==> src/fdc_cfg.svh <==
`ifndef FDC_CFG_SVH
`define FDC_CFG_SVH
// ------------------------------------------------------------
// device register offsets on the link (3-bit address)
// ------------------------------------------------------------
`define FDC_OFS_DRVOUT     3'h0
`define FDC_OFS_DSR        3'h1
`define FDC_OFS_MSR        3'h2
`define FDC_OFS_DATA       3'h3
`define FDC_OFS_MODE       3'h4
// ------------------------------------------------------------
// field positions
// ------------------------------------------------------------
`define FDC_DRVOUT_RST_BIT 2
`define FDC_DSR_RST_BIT    7
`define FDC_DSR_PDN_BIT    6
`define FDC_MODE_LSB       2
`define FDC_MODE_MSB       3
`define FDC_CFG_POLL_BIT   4
// ------------------------------------------------------------
// reset values and the invalid-command status byte
// ------------------------------------------------------------
`define FDC_RATE_RESET     2'h2
`define FDC_ST0_INVALID    8'h80
// ------------------------------------------------------------
// command codes (low five bits), byte counts and execute cycle count
// ------------------------------------------------------------
`define FDC_CMD_VERIFY     5'h16
`define FDC_CMD_FORMAT     5'h0D
`define FDC_CMD_SPECIFY    5'h03
`define FDC_CMD_CONFIGURE  5'h13
`define FDC_LEN_VERIFY     11'h009
`define FDC_LEN_FORMAT     11'h006
`define FDC_LEN_SPECIFY    11'h003
`define FDC_LEN_CONFIGURE  11'h004
`define FDC_RES_LEN        3'h7
`define FDC_EXEC_CYCLES    8'h10
// ------------------------------------------------------------
// host-side apb offsets
// ------------------------------------------------------------
`define FDC_APB_CTRL       12'h000
`define FDC_APB_ACCESS     12'h004
`define FDC_APB_STATUS     12'h008
`endif

==> src/fdc_pkg.sv <==
`default_nettype none
package fdc_pkg;
   typedef enum logic [1:0] {FDC_IDLE, FDC_COMMAND, FDC_EXECUTE, FDC_RESULT} fdc_state_t;
   typedef logic [7:0] fdc_byte_t;
endpackage : fdc_pkg
`default_nettype wire

==> src/fdc_link_if.sv <==
`default_nettype none
interface fdc_link_if;
   logic             host_bus_reset_pin_n;
   logic [2:0]       reg_addr;
   logic             reg_wr;
   logic             reg_rd;
   fdc_pkg::fdc_byte_t reg_wdata;
   fdc_pkg::fdc_byte_t reg_rdata;
   modport device (input host_bus_reset_pin_n, reg_addr, reg_wr, reg_rd, reg_wdata, output reg_rdata);
   modport host   (output host_bus_reset_pin_n, reg_addr, reg_wr, reg_rd, reg_wdata, input reg_rdata);
endinterface : fdc_link_if
`default_nettype wire

==> src/fdc_disk_controller.sv <==
`default_nettype none
`include "fdc_cfg.svh"
// Contract
// - reset from pin, two soft bits, power-on
// - pin and soft resets leave power down; power-on does not
// - pin reset aborts work, goes idle
// - leaving reset clears registers and configuration
// - polling starts unless configuration disables it
// - pin reset keeps timing setup values
// - pin reset sets drive output reset bit
// - both soft bits reset the core alike
// - rate reset self-clears, drive reset sticks
// - drive output reset takes precedence
// - mode bits 3:2 select interface mode
// - verify: nine bytes in, seven out
// - format: header then four bytes per sector
// - rate kept by soft reset, 250k on pin
module fdc_disk_controller (
   input  wire logic   pclk,
   input  wire logic   presetn,
   input  wire logic   power_on_n,
   fdc_link_if.device  link,
   output var  logic [1:0] interface_mode,
   output var  logic [1:0] data_rate,
   output var  logic   drive_poll,
   output var  logic   write_gate,
   output var  logic   head_select,
   output var  logic   drive_select_hi,
   output var  logic   drive_select_lo,
   output var  logic   powered_down,
   output var  logic   core_in_reset,
   output var  logic [7:0] step_rate_head_unload,
   output var  logic [7:0] head_load_time
);
   // ------------------------------------------------------------
   // reset
   // ------------------------------------------------------------
   logic hw_rst_n;
   logic drvout_rst;
   logic dsr_rst;
   logic core_rst;

   fdc_rst_sync u_pin_sync (
      .pclk   (pclk),
      .arst_n (presetn & link.host_bus_reset_pin_n),
      .rst_n  (hw_rst_n)
   );

   // drive output bit is the stronger source and keeps the core held on its own
   assign core_rst = drvout_rst | dsr_rst;

   // ------------------------------------------------------------
   // link decode
   // ------------------------------------------------------------
   logic wr_drvout;
   logic wr_dsr;
   logic wr_data;
   logic wr_mode;
   logic rd_data;
   assign wr_drvout = link.reg_wr && link.reg_addr == `FDC_OFS_DRVOUT;
   assign wr_dsr  = link.reg_wr && link.reg_addr == `FDC_OFS_DSR;
   assign wr_data = link.reg_wr && link.reg_addr == `FDC_OFS_DATA;
   assign wr_mode = link.reg_wr && link.reg_addr == `FDC_OFS_MODE;
   assign rd_data = link.reg_rd && link.reg_addr == `FDC_OFS_DATA;

   // ------------------------------------------------------------
   // drive output register
   // ------------------------------------------------------------
   logic [1:0] drvout_drive;
   always_ff @(posedge pclk or negedge hw_rst_n) begin
      if (!hw_rst_n) begin
         drvout_rst   <= 1'b1;
         drvout_drive <= 2'h0;
      end else if (wr_drvout) begin
         drvout_rst   <= link.reg_wdata[`FDC_DRVOUT_RST_BIT];
         drvout_drive <= link.reg_wdata[1:0];
      end
   end

   // ------------------------------------------------------------
   // data rate select register
   // ------------------------------------------------------------
   always_ff @(posedge pclk or negedge hw_rst_n) begin
      if (!hw_rst_n) begin
         data_rate <= `FDC_RATE_RESET;
         dsr_rst   <= 1'b0;
      end else if (wr_dsr) begin
         data_rate <= link.reg_wdata[1:0];
         dsr_rst   <= link.reg_wdata[`FDC_DSR_RST_BIT];
      end else begin
         dsr_rst   <= 1'b0;
      end
   end

   always_ff @(posedge pclk or negedge hw_rst_n) begin
      if (!hw_rst_n) begin
         powered_down <= 1'b0;
      end else if (core_rst) begin
         powered_down <= 1'b0;
      end else if (wr_dsr) begin
         powered_down <= link.reg_wdata[`FDC_DSR_PDN_BIT];
      end
   end

   always_ff @(posedge pclk or negedge hw_rst_n) begin
      if (!hw_rst_n) begin
         interface_mode <= 2'h0;
      end else if (wr_mode) begin
         interface_mode <= link.reg_wdata[`FDC_MODE_MSB:`FDC_MODE_LSB];
      end
   end

   // ------------------------------------------------------------
   // command engine
   // ------------------------------------------------------------
   fdc_pkg::fdc_state_t state;
   fdc_pkg::fdc_byte_t  pbuf [0:9];
   fdc_pkg::fdc_byte_t  rbuf [0:6];
   logic [10:0] idx;
   logic [10:0] need;
   logic [2:0]  ridx;
   logic [2:0]  rlen;
   logic [7:0]  exec_cnt;
   logic        poll_disable;
   logic [4:0]  op;
   logic [10:0] next_need;
   logic [3:0]  slot;

   assign op = pbuf[0][4:0];

   // byte count depends on opcode, and for format on the sector count
   always_comb begin
      next_need = 11'h001;
      case (op)
         `FDC_CMD_VERIFY:    next_need = `FDC_LEN_VERIFY;
         `FDC_CMD_FORMAT:    next_need = `FDC_LEN_FORMAT + {1'b0, pbuf[3], 2'b00};
         `FDC_CMD_SPECIFY:   next_need = `FDC_LEN_SPECIFY;
         `FDC_CMD_CONFIGURE: next_need = `FDC_LEN_CONFIGURE;
         default:            next_need = 11'h001;
      endcase
   end

   // format sector bytes rotate through the last four slots
   assign slot = (idx < 11'd6) ? idx[3:0] : (4'd6 + {2'b00, idx[1:0] - 2'd2});

   always_ff @(posedge pclk or negedge hw_rst_n) begin
      if (!hw_rst_n) begin
         state <= fdc_pkg::FDC_IDLE;
         idx   <= 11'h000;
         need  <= 11'h001;
      end else if (core_rst) begin
         state <= fdc_pkg::FDC_IDLE;
         idx   <= 11'h000;
         need  <= 11'h001;
      end else begin
         case (state)
            fdc_pkg::FDC_IDLE: begin
               if (wr_data && !powered_down) begin
                  idx   <= 11'h001;
                  state <= fdc_pkg::FDC_COMMAND;
               end
            end
            fdc_pkg::FDC_COMMAND: begin
               need <= next_need;
               if (idx >= next_need && idx != 11'h000) begin
                  state <= fdc_pkg::FDC_EXECUTE;
               end else if (wr_data) begin
                  idx <= idx + 11'h001;
               end
            end
            fdc_pkg::FDC_EXECUTE: begin
               if (exec_cnt == 8'h00) begin
                  state <= (rlen == 3'h0) ? fdc_pkg::FDC_IDLE : fdc_pkg::FDC_RESULT;
               end
            end
            fdc_pkg::FDC_RESULT: begin
               if (rd_data && ridx + 3'h1 >= rlen) begin
                  state <= fdc_pkg::FDC_IDLE;
               end
            end
            default: state <= fdc_pkg::FDC_IDLE;
         endcase
      end
   end

   generate
      for (genvar i = 0; i < 10; i++) begin : g_pbuf
         always_ff @(posedge pclk or negedge hw_rst_n) begin
            if (!hw_rst_n) begin
               pbuf[i] <= 8'h00;
            end else if (core_rst) begin
               pbuf[i] <= 8'h00;
            end else if (wr_data && state == fdc_pkg::FDC_IDLE && i == 0) begin
               pbuf[i] <= link.reg_wdata;
            end else if (wr_data && state == fdc_pkg::FDC_COMMAND && slot == i) begin
               pbuf[i] <= link.reg_wdata;
            end
         end
      end
   endgenerate

   // execution: verify moves no data, format holds write gate
   always_ff @(posedge pclk or negedge hw_rst_n) begin
      if (!hw_rst_n) begin
         exec_cnt   <= `FDC_EXEC_CYCLES;
         write_gate <= 1'b0;
      end else if (core_rst || state != fdc_pkg::FDC_EXECUTE) begin
         exec_cnt   <= `FDC_EXEC_CYCLES;
         write_gate <= 1'b0;
      end else begin
         exec_cnt   <= exec_cnt - 8'h01;
         write_gate <= (op == `FDC_CMD_FORMAT) && exec_cnt != 8'h00;
      end
   end

   // results are built as the command phase ends, before execution
   always_ff @(posedge pclk or negedge hw_rst_n) begin
      if (!hw_rst_n) begin
         rlen <= 3'h0;
         ridx <= 3'h0;
         for (int k = 0; k < 7; k++) rbuf[k] <= 8'h00;
      end else if (core_rst) begin
         rlen <= 3'h0;
         ridx <= 3'h0;
      end else if (state == fdc_pkg::FDC_COMMAND && idx >= next_need && idx != 11'h000) begin
         ridx    <= 3'h0;
         rbuf[0] <= {5'h00, pbuf[1][2:0]};
         rbuf[1] <= 8'h00;
         rbuf[2] <= 8'h00;
         case (op)
            `FDC_CMD_VERIFY: begin
               rlen <= `FDC_RES_LEN;
               for (int k = 0; k < 4; k++) rbuf[3 + k] <= pbuf[2 + k];
            end
            `FDC_CMD_FORMAT: begin
               rlen <= `FDC_RES_LEN;
               for (int k = 0; k < 4; k++) rbuf[3 + k] <= pbuf[6 + k];
            end
            `FDC_CMD_SPECIFY, `FDC_CMD_CONFIGURE: rlen <= 3'h0;
            default: begin
               rlen    <= 3'h1;
               rbuf[0] <= `FDC_ST0_INVALID;
            end
         endcase
      end else if (rd_data && state == fdc_pkg::FDC_RESULT) begin
         ridx <= ridx + 3'h1;
      end
   end

   // ------------------------------------------------------------
   // configuration and timing setup
   // ------------------------------------------------------------
   logic cmd_done;
   assign cmd_done = state == fdc_pkg::FDC_EXECUTE && exec_cnt == 8'h00;

   always_ff @(posedge pclk or negedge hw_rst_n) begin
      if (!hw_rst_n) begin
         poll_disable <= 1'b0;
      end else if (core_rst) begin
         poll_disable <= 1'b0;
      end else if (cmd_done && op == `FDC_CMD_CONFIGURE) begin
         poll_disable <= pbuf[2][`FDC_CFG_POLL_BIT];
      end
   end

   // only power-on clears these; the pin reset leaves them alone
   always_ff @(posedge pclk or negedge power_on_n) begin
      if (!power_on_n) begin
         step_rate_head_unload <= 8'h00;
         head_load_time        <= 8'h00;
      end else if (cmd_done && op == `FDC_CMD_SPECIFY) begin
         step_rate_head_unload <= pbuf[1];
         head_load_time        <= pbuf[2];
      end
   end

   // ------------------------------------------------------------
   // outputs and read data
   // ------------------------------------------------------------
   always_ff @(posedge pclk or negedge hw_rst_n) begin
      if (!hw_rst_n) begin
         drive_poll      <= 1'b0;
         core_in_reset   <= 1'b1;
         head_select     <= 1'b0;
         drive_select_hi <= 1'b0;
         drive_select_lo <= 1'b0;
      end else begin
         drive_poll      <= !core_rst && !poll_disable && !powered_down && state == fdc_pkg::FDC_IDLE;
         core_in_reset   <= core_rst;
         head_select     <= pbuf[1][2];
         drive_select_hi <= drvout_drive[1];
         drive_select_lo <= drvout_drive[0];
      end
   end

   always_ff @(posedge pclk or negedge hw_rst_n) begin
      if (!hw_rst_n) begin
         link.reg_rdata <= 8'h00;
      end else if (link.reg_rd) begin
         case (link.reg_addr)
            `FDC_OFS_DRVOUT: link.reg_rdata <= {5'h00, drvout_rst, drvout_drive};
            `FDC_OFS_DSR:  link.reg_rdata <= {1'b0, powered_down, 4'h0, data_rate};
            // request bit is up whenever the host may move a byte, result bytes included
            `FDC_OFS_MSR:  link.reg_rdata <= {state != fdc_pkg::FDC_EXECUTE,
                                              state == fdc_pkg::FDC_RESULT, state != fdc_pkg::FDC_IDLE,
                                              drvout_rst, dsr_rst, poll_disable, interface_mode};
            `FDC_OFS_DATA: link.reg_rdata <= (state == fdc_pkg::FDC_RESULT) ? rbuf[ridx] : 8'h00;
            `FDC_OFS_MODE: link.reg_rdata <= {4'h0, interface_mode, 2'h0};
            default:       link.reg_rdata <= 8'h00;
         endcase
      end
   end
endmodule : fdc_disk_controller
`default_nettype wire

==> src/fdc_rst_sync.sv <==
`default_nettype none
module fdc_rst_sync (
   input  wire logic pclk,
   input  wire logic arst_n,
   output var  logic rst_n
);
   logic meta;
   // assertion is immediate, release waits two edges
   always_ff @(posedge pclk or negedge arst_n) begin
      if (!arst_n) begin
         meta  <= 1'b0;
         rst_n <= 1'b0;
      end else begin
         meta  <= 1'b1;
         rst_n <= meta;
      end
   end
endmodule : fdc_rst_sync
`default_nettype wire

==> src/flat_wrapper.sv <==
// flat-port wrapper written by rule: the top's interface ports become plain ports
module fdc_disk_controller_flat 
  (pclk, presetn, power_on_n, interface_mode, data_rate, drive_poll, write_gate, head_select, drive_select_hi, drive_select_lo, powered_down, core_in_reset, step_rate_head_unload, head_load_time, link_host_bus_reset_pin_n, link_reg_addr, link_reg_wr, link_reg_rd, link_reg_wdata, link_reg_rdata);
  fdc_link_if link_i ();
  input  wire logic pclk;
  input  wire logic presetn;
  input  wire logic power_on_n;
  output var  logic [1:0] interface_mode;
  output var  logic [1:0] data_rate;
  output var  logic drive_poll;
  output var  logic write_gate;
  output var  logic head_select;
  output var  logic drive_select_hi;
  output var  logic drive_select_lo;
  output var  logic powered_down;
  output var  logic core_in_reset;
  output var  logic [7:0] step_rate_head_unload;
  output var  logic [7:0] head_load_time;
  input wire logic [$bits(link_i.host_bus_reset_pin_n)-1:0] link_host_bus_reset_pin_n;
  input wire logic [$bits(link_i.reg_addr)-1:0] link_reg_addr;
  input wire logic [$bits(link_i.reg_wr)-1:0] link_reg_wr;
  input wire logic [$bits(link_i.reg_rd)-1:0] link_reg_rd;
  input wire logic [$bits(link_i.reg_wdata)-1:0] link_reg_wdata;
  output wire logic [$bits(link_i.reg_rdata)-1:0] link_reg_rdata;
  assign link_i.host_bus_reset_pin_n = link_host_bus_reset_pin_n;
  assign link_i.reg_addr = link_reg_addr;
  assign link_i.reg_wr = link_reg_wr;
  assign link_i.reg_rd = link_reg_rd;
  assign link_i.reg_wdata = link_reg_wdata;
  assign link_reg_rdata = link_i.reg_rdata;
  fdc_disk_controller u_core (.pclk(pclk), .presetn(presetn), .power_on_n(power_on_n), .link(link_i), .interface_mode(interface_mode), .data_rate(data_rate), .drive_poll(drive_poll), .write_gate(write_gate), .head_select(head_select), .drive_select_hi(drive_select_hi), .drive_select_lo(drive_select_lo), .powered_down(powered_down), .core_in_reset(core_in_reset), .step_rate_head_unload(step_rate_head_unload), .head_load_time(head_load_time));
endmodule
==> config.mk <==
export PLATFORM = sky130hd
export DESIGN_NAME = fdc_disk_controller_flat
export DESIGN_NICKNAME = d
export VERILOG_FILES = /design/src/fdc_pkg.sv /design/src/fdc_link_if.sv /design/src/fdc_disk_controller.sv /design/src/fdc_rst_sync.sv /design/src/flat_wrapper.sv
export VERILOG_INCLUDE_DIRS = /design/src
export SDC_FILE = /design/constraint.sdc
export NUM_CORES = 1
export LEC_CHECK = 0
export BUFFER_PORTS_ARGS = -buffer_cell sky130_fd_sc_hd__buf_4
export CELL_PAD_IN_SITES_DETAIL_PLACEMENT = 2
export CELL_PAD_IN_SITES_GLOBAL_PLACEMENT = 2
export CORE_MARGIN = 2
export CORE_UTILIZATION = 43
export CTS_CLUSTER_DIAMETER = 50
export DETAILED_ROUTE_END_ITERATION = 7
export PLACE_DENSITY_LB_ADDON = 0.1
export SYNTH_ARGS = -nofsm -noshare
export SYNTH_HDL_FRONTEND = slang
export SYNTH_SLANG_ARGS = --single-unit
==> constraint.sdc <==
create_clock -name pclk -period 14.65 [get_ports pclk]
set_input_delay 2.1975 -clock pclk [delete_from_list [all_inputs] [get_ports pclk]]
set_output_delay 2.1975 -clock pclk [all_outputs]
set_load 0.03 [all_outputs]
After elaboration in Yosys (flattened, before gate mapping) --
Cells that the tools add are included. W data, S select, Z words.
Storage, ports and cells: word-level logic and storage cells 199, register bits after elaboration 186, output and inout port bits 35, input port bits 17
Operators by class: reduce and logical (&&, ||, !) cells 65, $lt $le $gt $ge 4, equality and inequality tests 27, add/subtract/negate cells 6, multiplexer cells 55, bitwise operators 4
Operators by type and width (number):
- $mux W8 | 23
- $pmux W32 S2 | 1
- $mux W11 | 4
- $pmux W11 S4 | 1
- $pmux W8 S5 | 1
- $logic_and A1 B1 Y1 | 30
- $reduce_bool A2 Y1 | 14
- $bmux W8 S3 | 1
- $pmux W11 S2 | 1
- $eq A4 B3 Y1 const B | 4
- $mux W3 | 5
- $mux W5 | 3
- $mux W2 | 6
- $ne A3 B1 Y1 const B | 4
- $add A11 B1 Y11 const B | 1
- $add A3 B10 Y11 const A | 1
- $ge A11 B11 Y1 | 1
- $lt A11 B3 Y1 const B | 1
- $reduce_bool A11 Y1 | 1
- $eq A5 B5 Y1 const B | 2
- $reduce_bool A3 Y1 | 3
- $eq A4 B2 Y1 const B | 2
- $eq A4 B4 Y1 const B | 2
- $logic_not A8 Y1 | 1
- other kinds (35) | 48

Longest topological paths before layout --
word-level depth 8, gate-level depth with buffers 13, mapped depth without buffers 12

By module --
Synthesis repeated with hierarchy kept, for this count alone.
Unflattened totals: cells, all modules 833, area total of the unflattened synthesis 8823.5 um^2
Modules (own cells, without submodules):
- fdc_disk_controller | area an instance 8769.7 um^2, sequential area each 4484.3 um^2, cells an instance 830, times used 1
- fdc_rst_sync | area an instance 53.8 um^2, sequential area each 50.0 um^2, cells an instance 3, times used 1

Least setup slack after synthesis --
No wires, ideal clock.
path type in2reg, start input link_reg_addr[2], end register u_core.pbuf[39] in the netlist's numbering, path buffers 0, stages on the path 6, data arrival time 3.522 ns, setup slack 10.996 ns, data required time 14.518 ns, setup time 0.132 ns, path through nand4b_1 > nor2_1 > nand2_1 > nor2_2 > mux2i_1 > nor2_1
On the way: word-level cells in the longest chain between the ends 5
Ends and longest elaborated chain:
- from (decl) | RTL line flat_wrapper.sv:20 | input wire logic [$bits(link_i.reg_addr)-1:0] link_reg_addr;
- $eq A3 B2 Y1 (no line)
- $logic_and A1 B1 Y1 (no line)
- $logic_and A1 B1 Y1 (2 in series) | RTL line fdc_disk_controller.sv:195 | end else if (wr_data && state == fdc_pkg::FDC_COMMAND && slot == i) begin
- $reduce_bool A2 Y1 (no line)
- to (signal, indexed assignment) | RTL line fdc_disk_controller.sv:194 | pbuf[i] <= link.reg_wdata;
- to (signal, indexed assignment) | RTL line fdc_disk_controller.sv:196 | pbuf[i] <= link.reg_wdata;
- to (decl) | RTL line fdc_disk_controller.sv:117 | fdc_pkg::fdc_byte_t pbuf [0:9];
No other way between the ends. A chain may end at the register's enable or synchronous reset.

Final worst setup path --
start register u_core.pbuf (netlist bit u_core.op[4]), end register u_core.idx[10]
On the way: word-level cells in the longest chain between the ends 6, elaborated cells between the ends (all ways) 9, those cells by class order compare: 1; eq/ne: 5; mux: 1; reduce/logical: 2
Ends and longest elaborated chain:
- $eq A5 B5 Y1, or another cell as far along | RTL line fdc_disk_controller.sv:134 | case (op)
- $pmux W11 S4 * | RTL line fdc_disk_controller.sv:134
- $ge A11 B11 Y1 * | RTL line fdc_disk_controller.sv:165 | if (idx >= next_need && idx != 11'h000) begin
- $logic_and A1 B1 Y1 * | RTL line fdc_disk_controller.sv:165
- $ne A3 B2 Y1 (no line) *
- $reduce_and A4 Y1 (no line) *
- to (signal assigned) | RTL line fdc_disk_controller.sv:168 | idx <= idx + 11'h001;
- to (decl) | RTL line fdc_disk_controller.sv:119 | logic [10:0] idx;
Mark *: on every way between the ends. The rest lies on a longest branch, timed or not.

==> impl_metrics.json <==
{
  "outcome": "finished clean",
  "rows": 52,
  "grt_max_degree": 88,
  "root_buffer": "clkbuf_16",
  "cts_tree": "done",
  "htreeDepth": 4,
  "finalNonFillerCells": 1195,
  "reg2reg_depth": 12,
  "drcViolationCount": 0,
  "syn-instance-count": 881,
  "grt_antenna_before_repair": 0,
  "cts_buffers": 17,
  "post_drt_wl_per_cell_um": 23.6,
  "vdd_ir_drop_max_mv": 0.0715,
  "fp.dieH_um": 148,
  "relSlewSlack_pct": 34.5,
  "initial_core_util_pct": 43.8,
  "timing.clock.skew_ps": 13.5,
  "die_w_um": 148,
  "timing.rr.start": "u_core.op[4]",
  "synth_top_flop_cell": "dfrtp_1",
  "synth-async-reset-ratio_pct": 100,
  "p_leak_nw": 4.51,
  "cp_cell_sequence": "and4bb_2, and2_1, buf_4, nand4_1, ha_1, a21oi_1, o21ai_0, a41oi_1, a21oi_1, buf_4, or4b_1, o211ai_1",
  "overflow": 0,
  "num_antenna_cells": 0,
  "drt_first_pass_iters": 5,
  "layout-drive-gt1-share_pct": 15.5,
  "synthToLayoutAreaGrowth_pct": 13.5,
  "synth_edf_count": 0,
  "startpoint": "u_core.op[4]",
  "cp.required_ps": 15010,
  "critPathLaunchType": "flip-flop",
  "clk_latency_ps": 450,
  "r2r_end": "u_core.idx[10]",
  "cts.path.max_buffers": 2,
  "fin_util_pct": 49.7,
  "clock.fmax_mhz": 229,
  "ant_nets": 0,
  "vias": 6963,
  "slowest_delay_ps": 600,
  "final_design_area_no_fill_mm2": 0.0101,
  "finalCriticalPeriod_ps": 4380,
  "finalCritPeriodShare_pct": 29.9,
  "cts.reportedPaths.clkPinSlew_ps": 80,
  "gp_congestion": 0.852,
  "core-area_mm2": 0.0202,
  "setup_tns_ps": 0,
  "post_cts_resized": 0,
  "rsz0062_at_grt": "false",
  "crit_path_end": "u_core.idx[10]",
  "fin_nets": 951,
  "dp_hpwl_mm": 18.8,
  "drt-initial-drc-count": 326,
  "crit_slowest_cell": "a41oi_1",
  "synth.avg_cell_area_um2": 10.1,
  "arrival_ps": 4740,
  "setup_viol": 0,
  "tightestPinTransition_ps": 980,
  "pin_count": 52,
  "drv_cap": 0,
  "synth_nets": 920,
  "ys_ff_latch": 181,
  "cp-end-kind": "flip-flop",
  "ys.warnings.count": 0,
  "yosys.cell_types.count": 66,
  "routed_wl_mm": 28.2,
  "port_buffers": 51,
  "grt_use_total_pct": 27.3,
  "dieArea_mm2": 0.0218,
  "hold_buffers": 0,
  "final_max_slew_viol_count": 0,
  "ys_seq_area_share_pct": 51.2,
  "mappedNetlistArea_mm2": 0.00886,
  "pre_cts_slack_ps": 10280,
  "cts_setup_buffers": 0,
  "worstSetupPathType": "flip-flop to flip-flop",
  "power.total_mw": 1.18,
  "p_per_area_mw_per_mm2": 118,
  "viasPerCell": 5.83,
  "grt_pass1_vias": 7861,
  "hold_ws_ps": 295,
  "final.setup.worst_slack_ps": 10270,
  "r2r_slack_ps": 10270,
  "path_max_fanout": 40,
  "dpl_cell_area_mm2": 0.00947,
  "placed_cells": 1163,
  "hold_viol_final": 0,
  "clkSinkCount": 181,
  "grt_pass1_wl_mm": 45.2,
  "hold_path.class": "flip-flop to async pin"
}
cells in the mapped netlist (3+ instances only):
master    count  area share, %
nor4_1        3           0.21
nand3_1      22            1.2
nor2_1      140            5.9
xnor2_1       9           0.89
dfstp_2       4            1.2
nor2_2        5           0.35
a31oi_1      35            2.5
a221oi_1      4           0.40
clkbuf_1     37            1.6
a21o_1        4           0.34
a21bo_2       3           0.34
nand4_1       7           0.49
dfrtp_1     177             50
a22oi_1       4           0.34
a211oi_1      4           0.34
and3_1        6           0.42
xor2_1        6           0.59
and2_1        4           0.28
mux2_2       26            3.3
o311ai_1      6           0.59
nand2_1     111            4.7
o22ai_1       8           0.56
o21ai_0      11           0.62
a22o_1        4           0.40
nor4bb_1      4           0.45
nor2b_1      13           0.92
buf_2         4           0.23
nand2b_1      8           0.56
o31ai_1       4           0.34
inv_1        21           0.89
buf_1         5           0.21
mux2i_1      85            9.6
ha_1         22            3.1
nor3_4        3           0.55
a21oi_1      23            1.3
nor3_1       14           0.79
worst max-delay path, delay by kind of cell (launching register included):
family,cells,cell delay (ps)
adder cells (fa/ha/maj),1,320
buffers and inverters,2,770
AO/OA/AOI/OAI,5,1490
flip-flops,1,460
AND/OR/NAND/NOR,4,1250
placed cells by master (no fill, tap or decap), types with 4 or more instances in the layout:
cell and n:
nand4_1 7, xor2_1 6, nor4bb_1 4, mux2i_1 85, buf_4 59, clkbuf_16 17, nor2_2 5, dfstp_2 4
a22o_1 4, a21oi_1 23, a221oi_1 4, nor2_1 140, o311ai_1 6, a22oi_1 4, a31oi_1 35, xnor2_1 9
o21ai_0 11, nand2_1 111, nor2b_1 13, and2_1 4, inv_6 4, mux2_2 26, o31ai_1 4, o22ai_1 8
nor3_1 14, a21o_1 4, ha_1 22, nand3_1 22, dfrtp_1 176, nand2b_1 8, a211oi_1 4, and3_1 6
inv_1 21
cell type report:
type | instances | area (µm²)
fillers | 2087 | 10200
flip-flops and latches | 181 | 4540
clock buffers | 18 | 429
well taps | 270 | 338
multi-input cells | 631 | 4070
inverters | 22 | 82.6
repair buffers | 59 | 443
clock inverters | 14 | 163
report_power, final:
group / internal (mW) / switching, mW / leakage (nW)
clock network: 0.243 / 0.225 / 0.279
registers: 0.521 / 0.0270 / 2.48
logic: 0.0528 / 0.113 / 1.75
total: 0.817 / 0.365 / 4.51
state kept, by name, indices dropped and copies added (netlist names), 2 cells and up:
signal	flops
u_core.op	5
u_core.step_rate_head_unload	8
u_core.link.reg_rdata	8
u_core.interface_mode	2
u_core.pbuf	72
u_core.rlen	2
u_core.idx	11
u_core.ridx	3
u_core.state	2
u_core.drvout_drive	2
u_core.exec_cnt	8
u_core.rbuf	36
u_core.head_load_time	8
u_core.data_rate	2
layer usage:
| metal | GRT usage, % | share of wire [%] | up-vias |
|---|---|---|---|
| met4 | 12.1 | 3.7 | 0 |
| met2 | 46.1 | 49 | 159 |
| li1 | - | - | 3130 |
| met5 | 0 | 0 | - |
| met3 | 4.26 | 3.2 | 63 |
| met1 | 34.9 | 44 | 3611 |
worst min path at each step:
stage	slack, ps	endpoint	cells past startpoint
floorplan	330	u_core.u_pin_sync.rst_n	0
global placement	310	u_core.idx[8]	0
detailed placement	310	u_core.idx[9]	0
CTS	320	u_core.idx[8]	0
global route	330	u_core.idx[8]	0
finish	300	u_core.idx[8]	0
cells by family after synthesis:
kind of cell / synth area share, %
buffers and inverters: 3.06
other: 0.0423
AND/OR/NAND/NOR: 18.7
XOR/XNOR: 1.48
multiplexers: 12.9
AO/OA/AOI/OAI: 9.57
flip-flops: 51.2
adder cells (fa/ha/maj): 3.11
(Power assumes the default switching activity.)
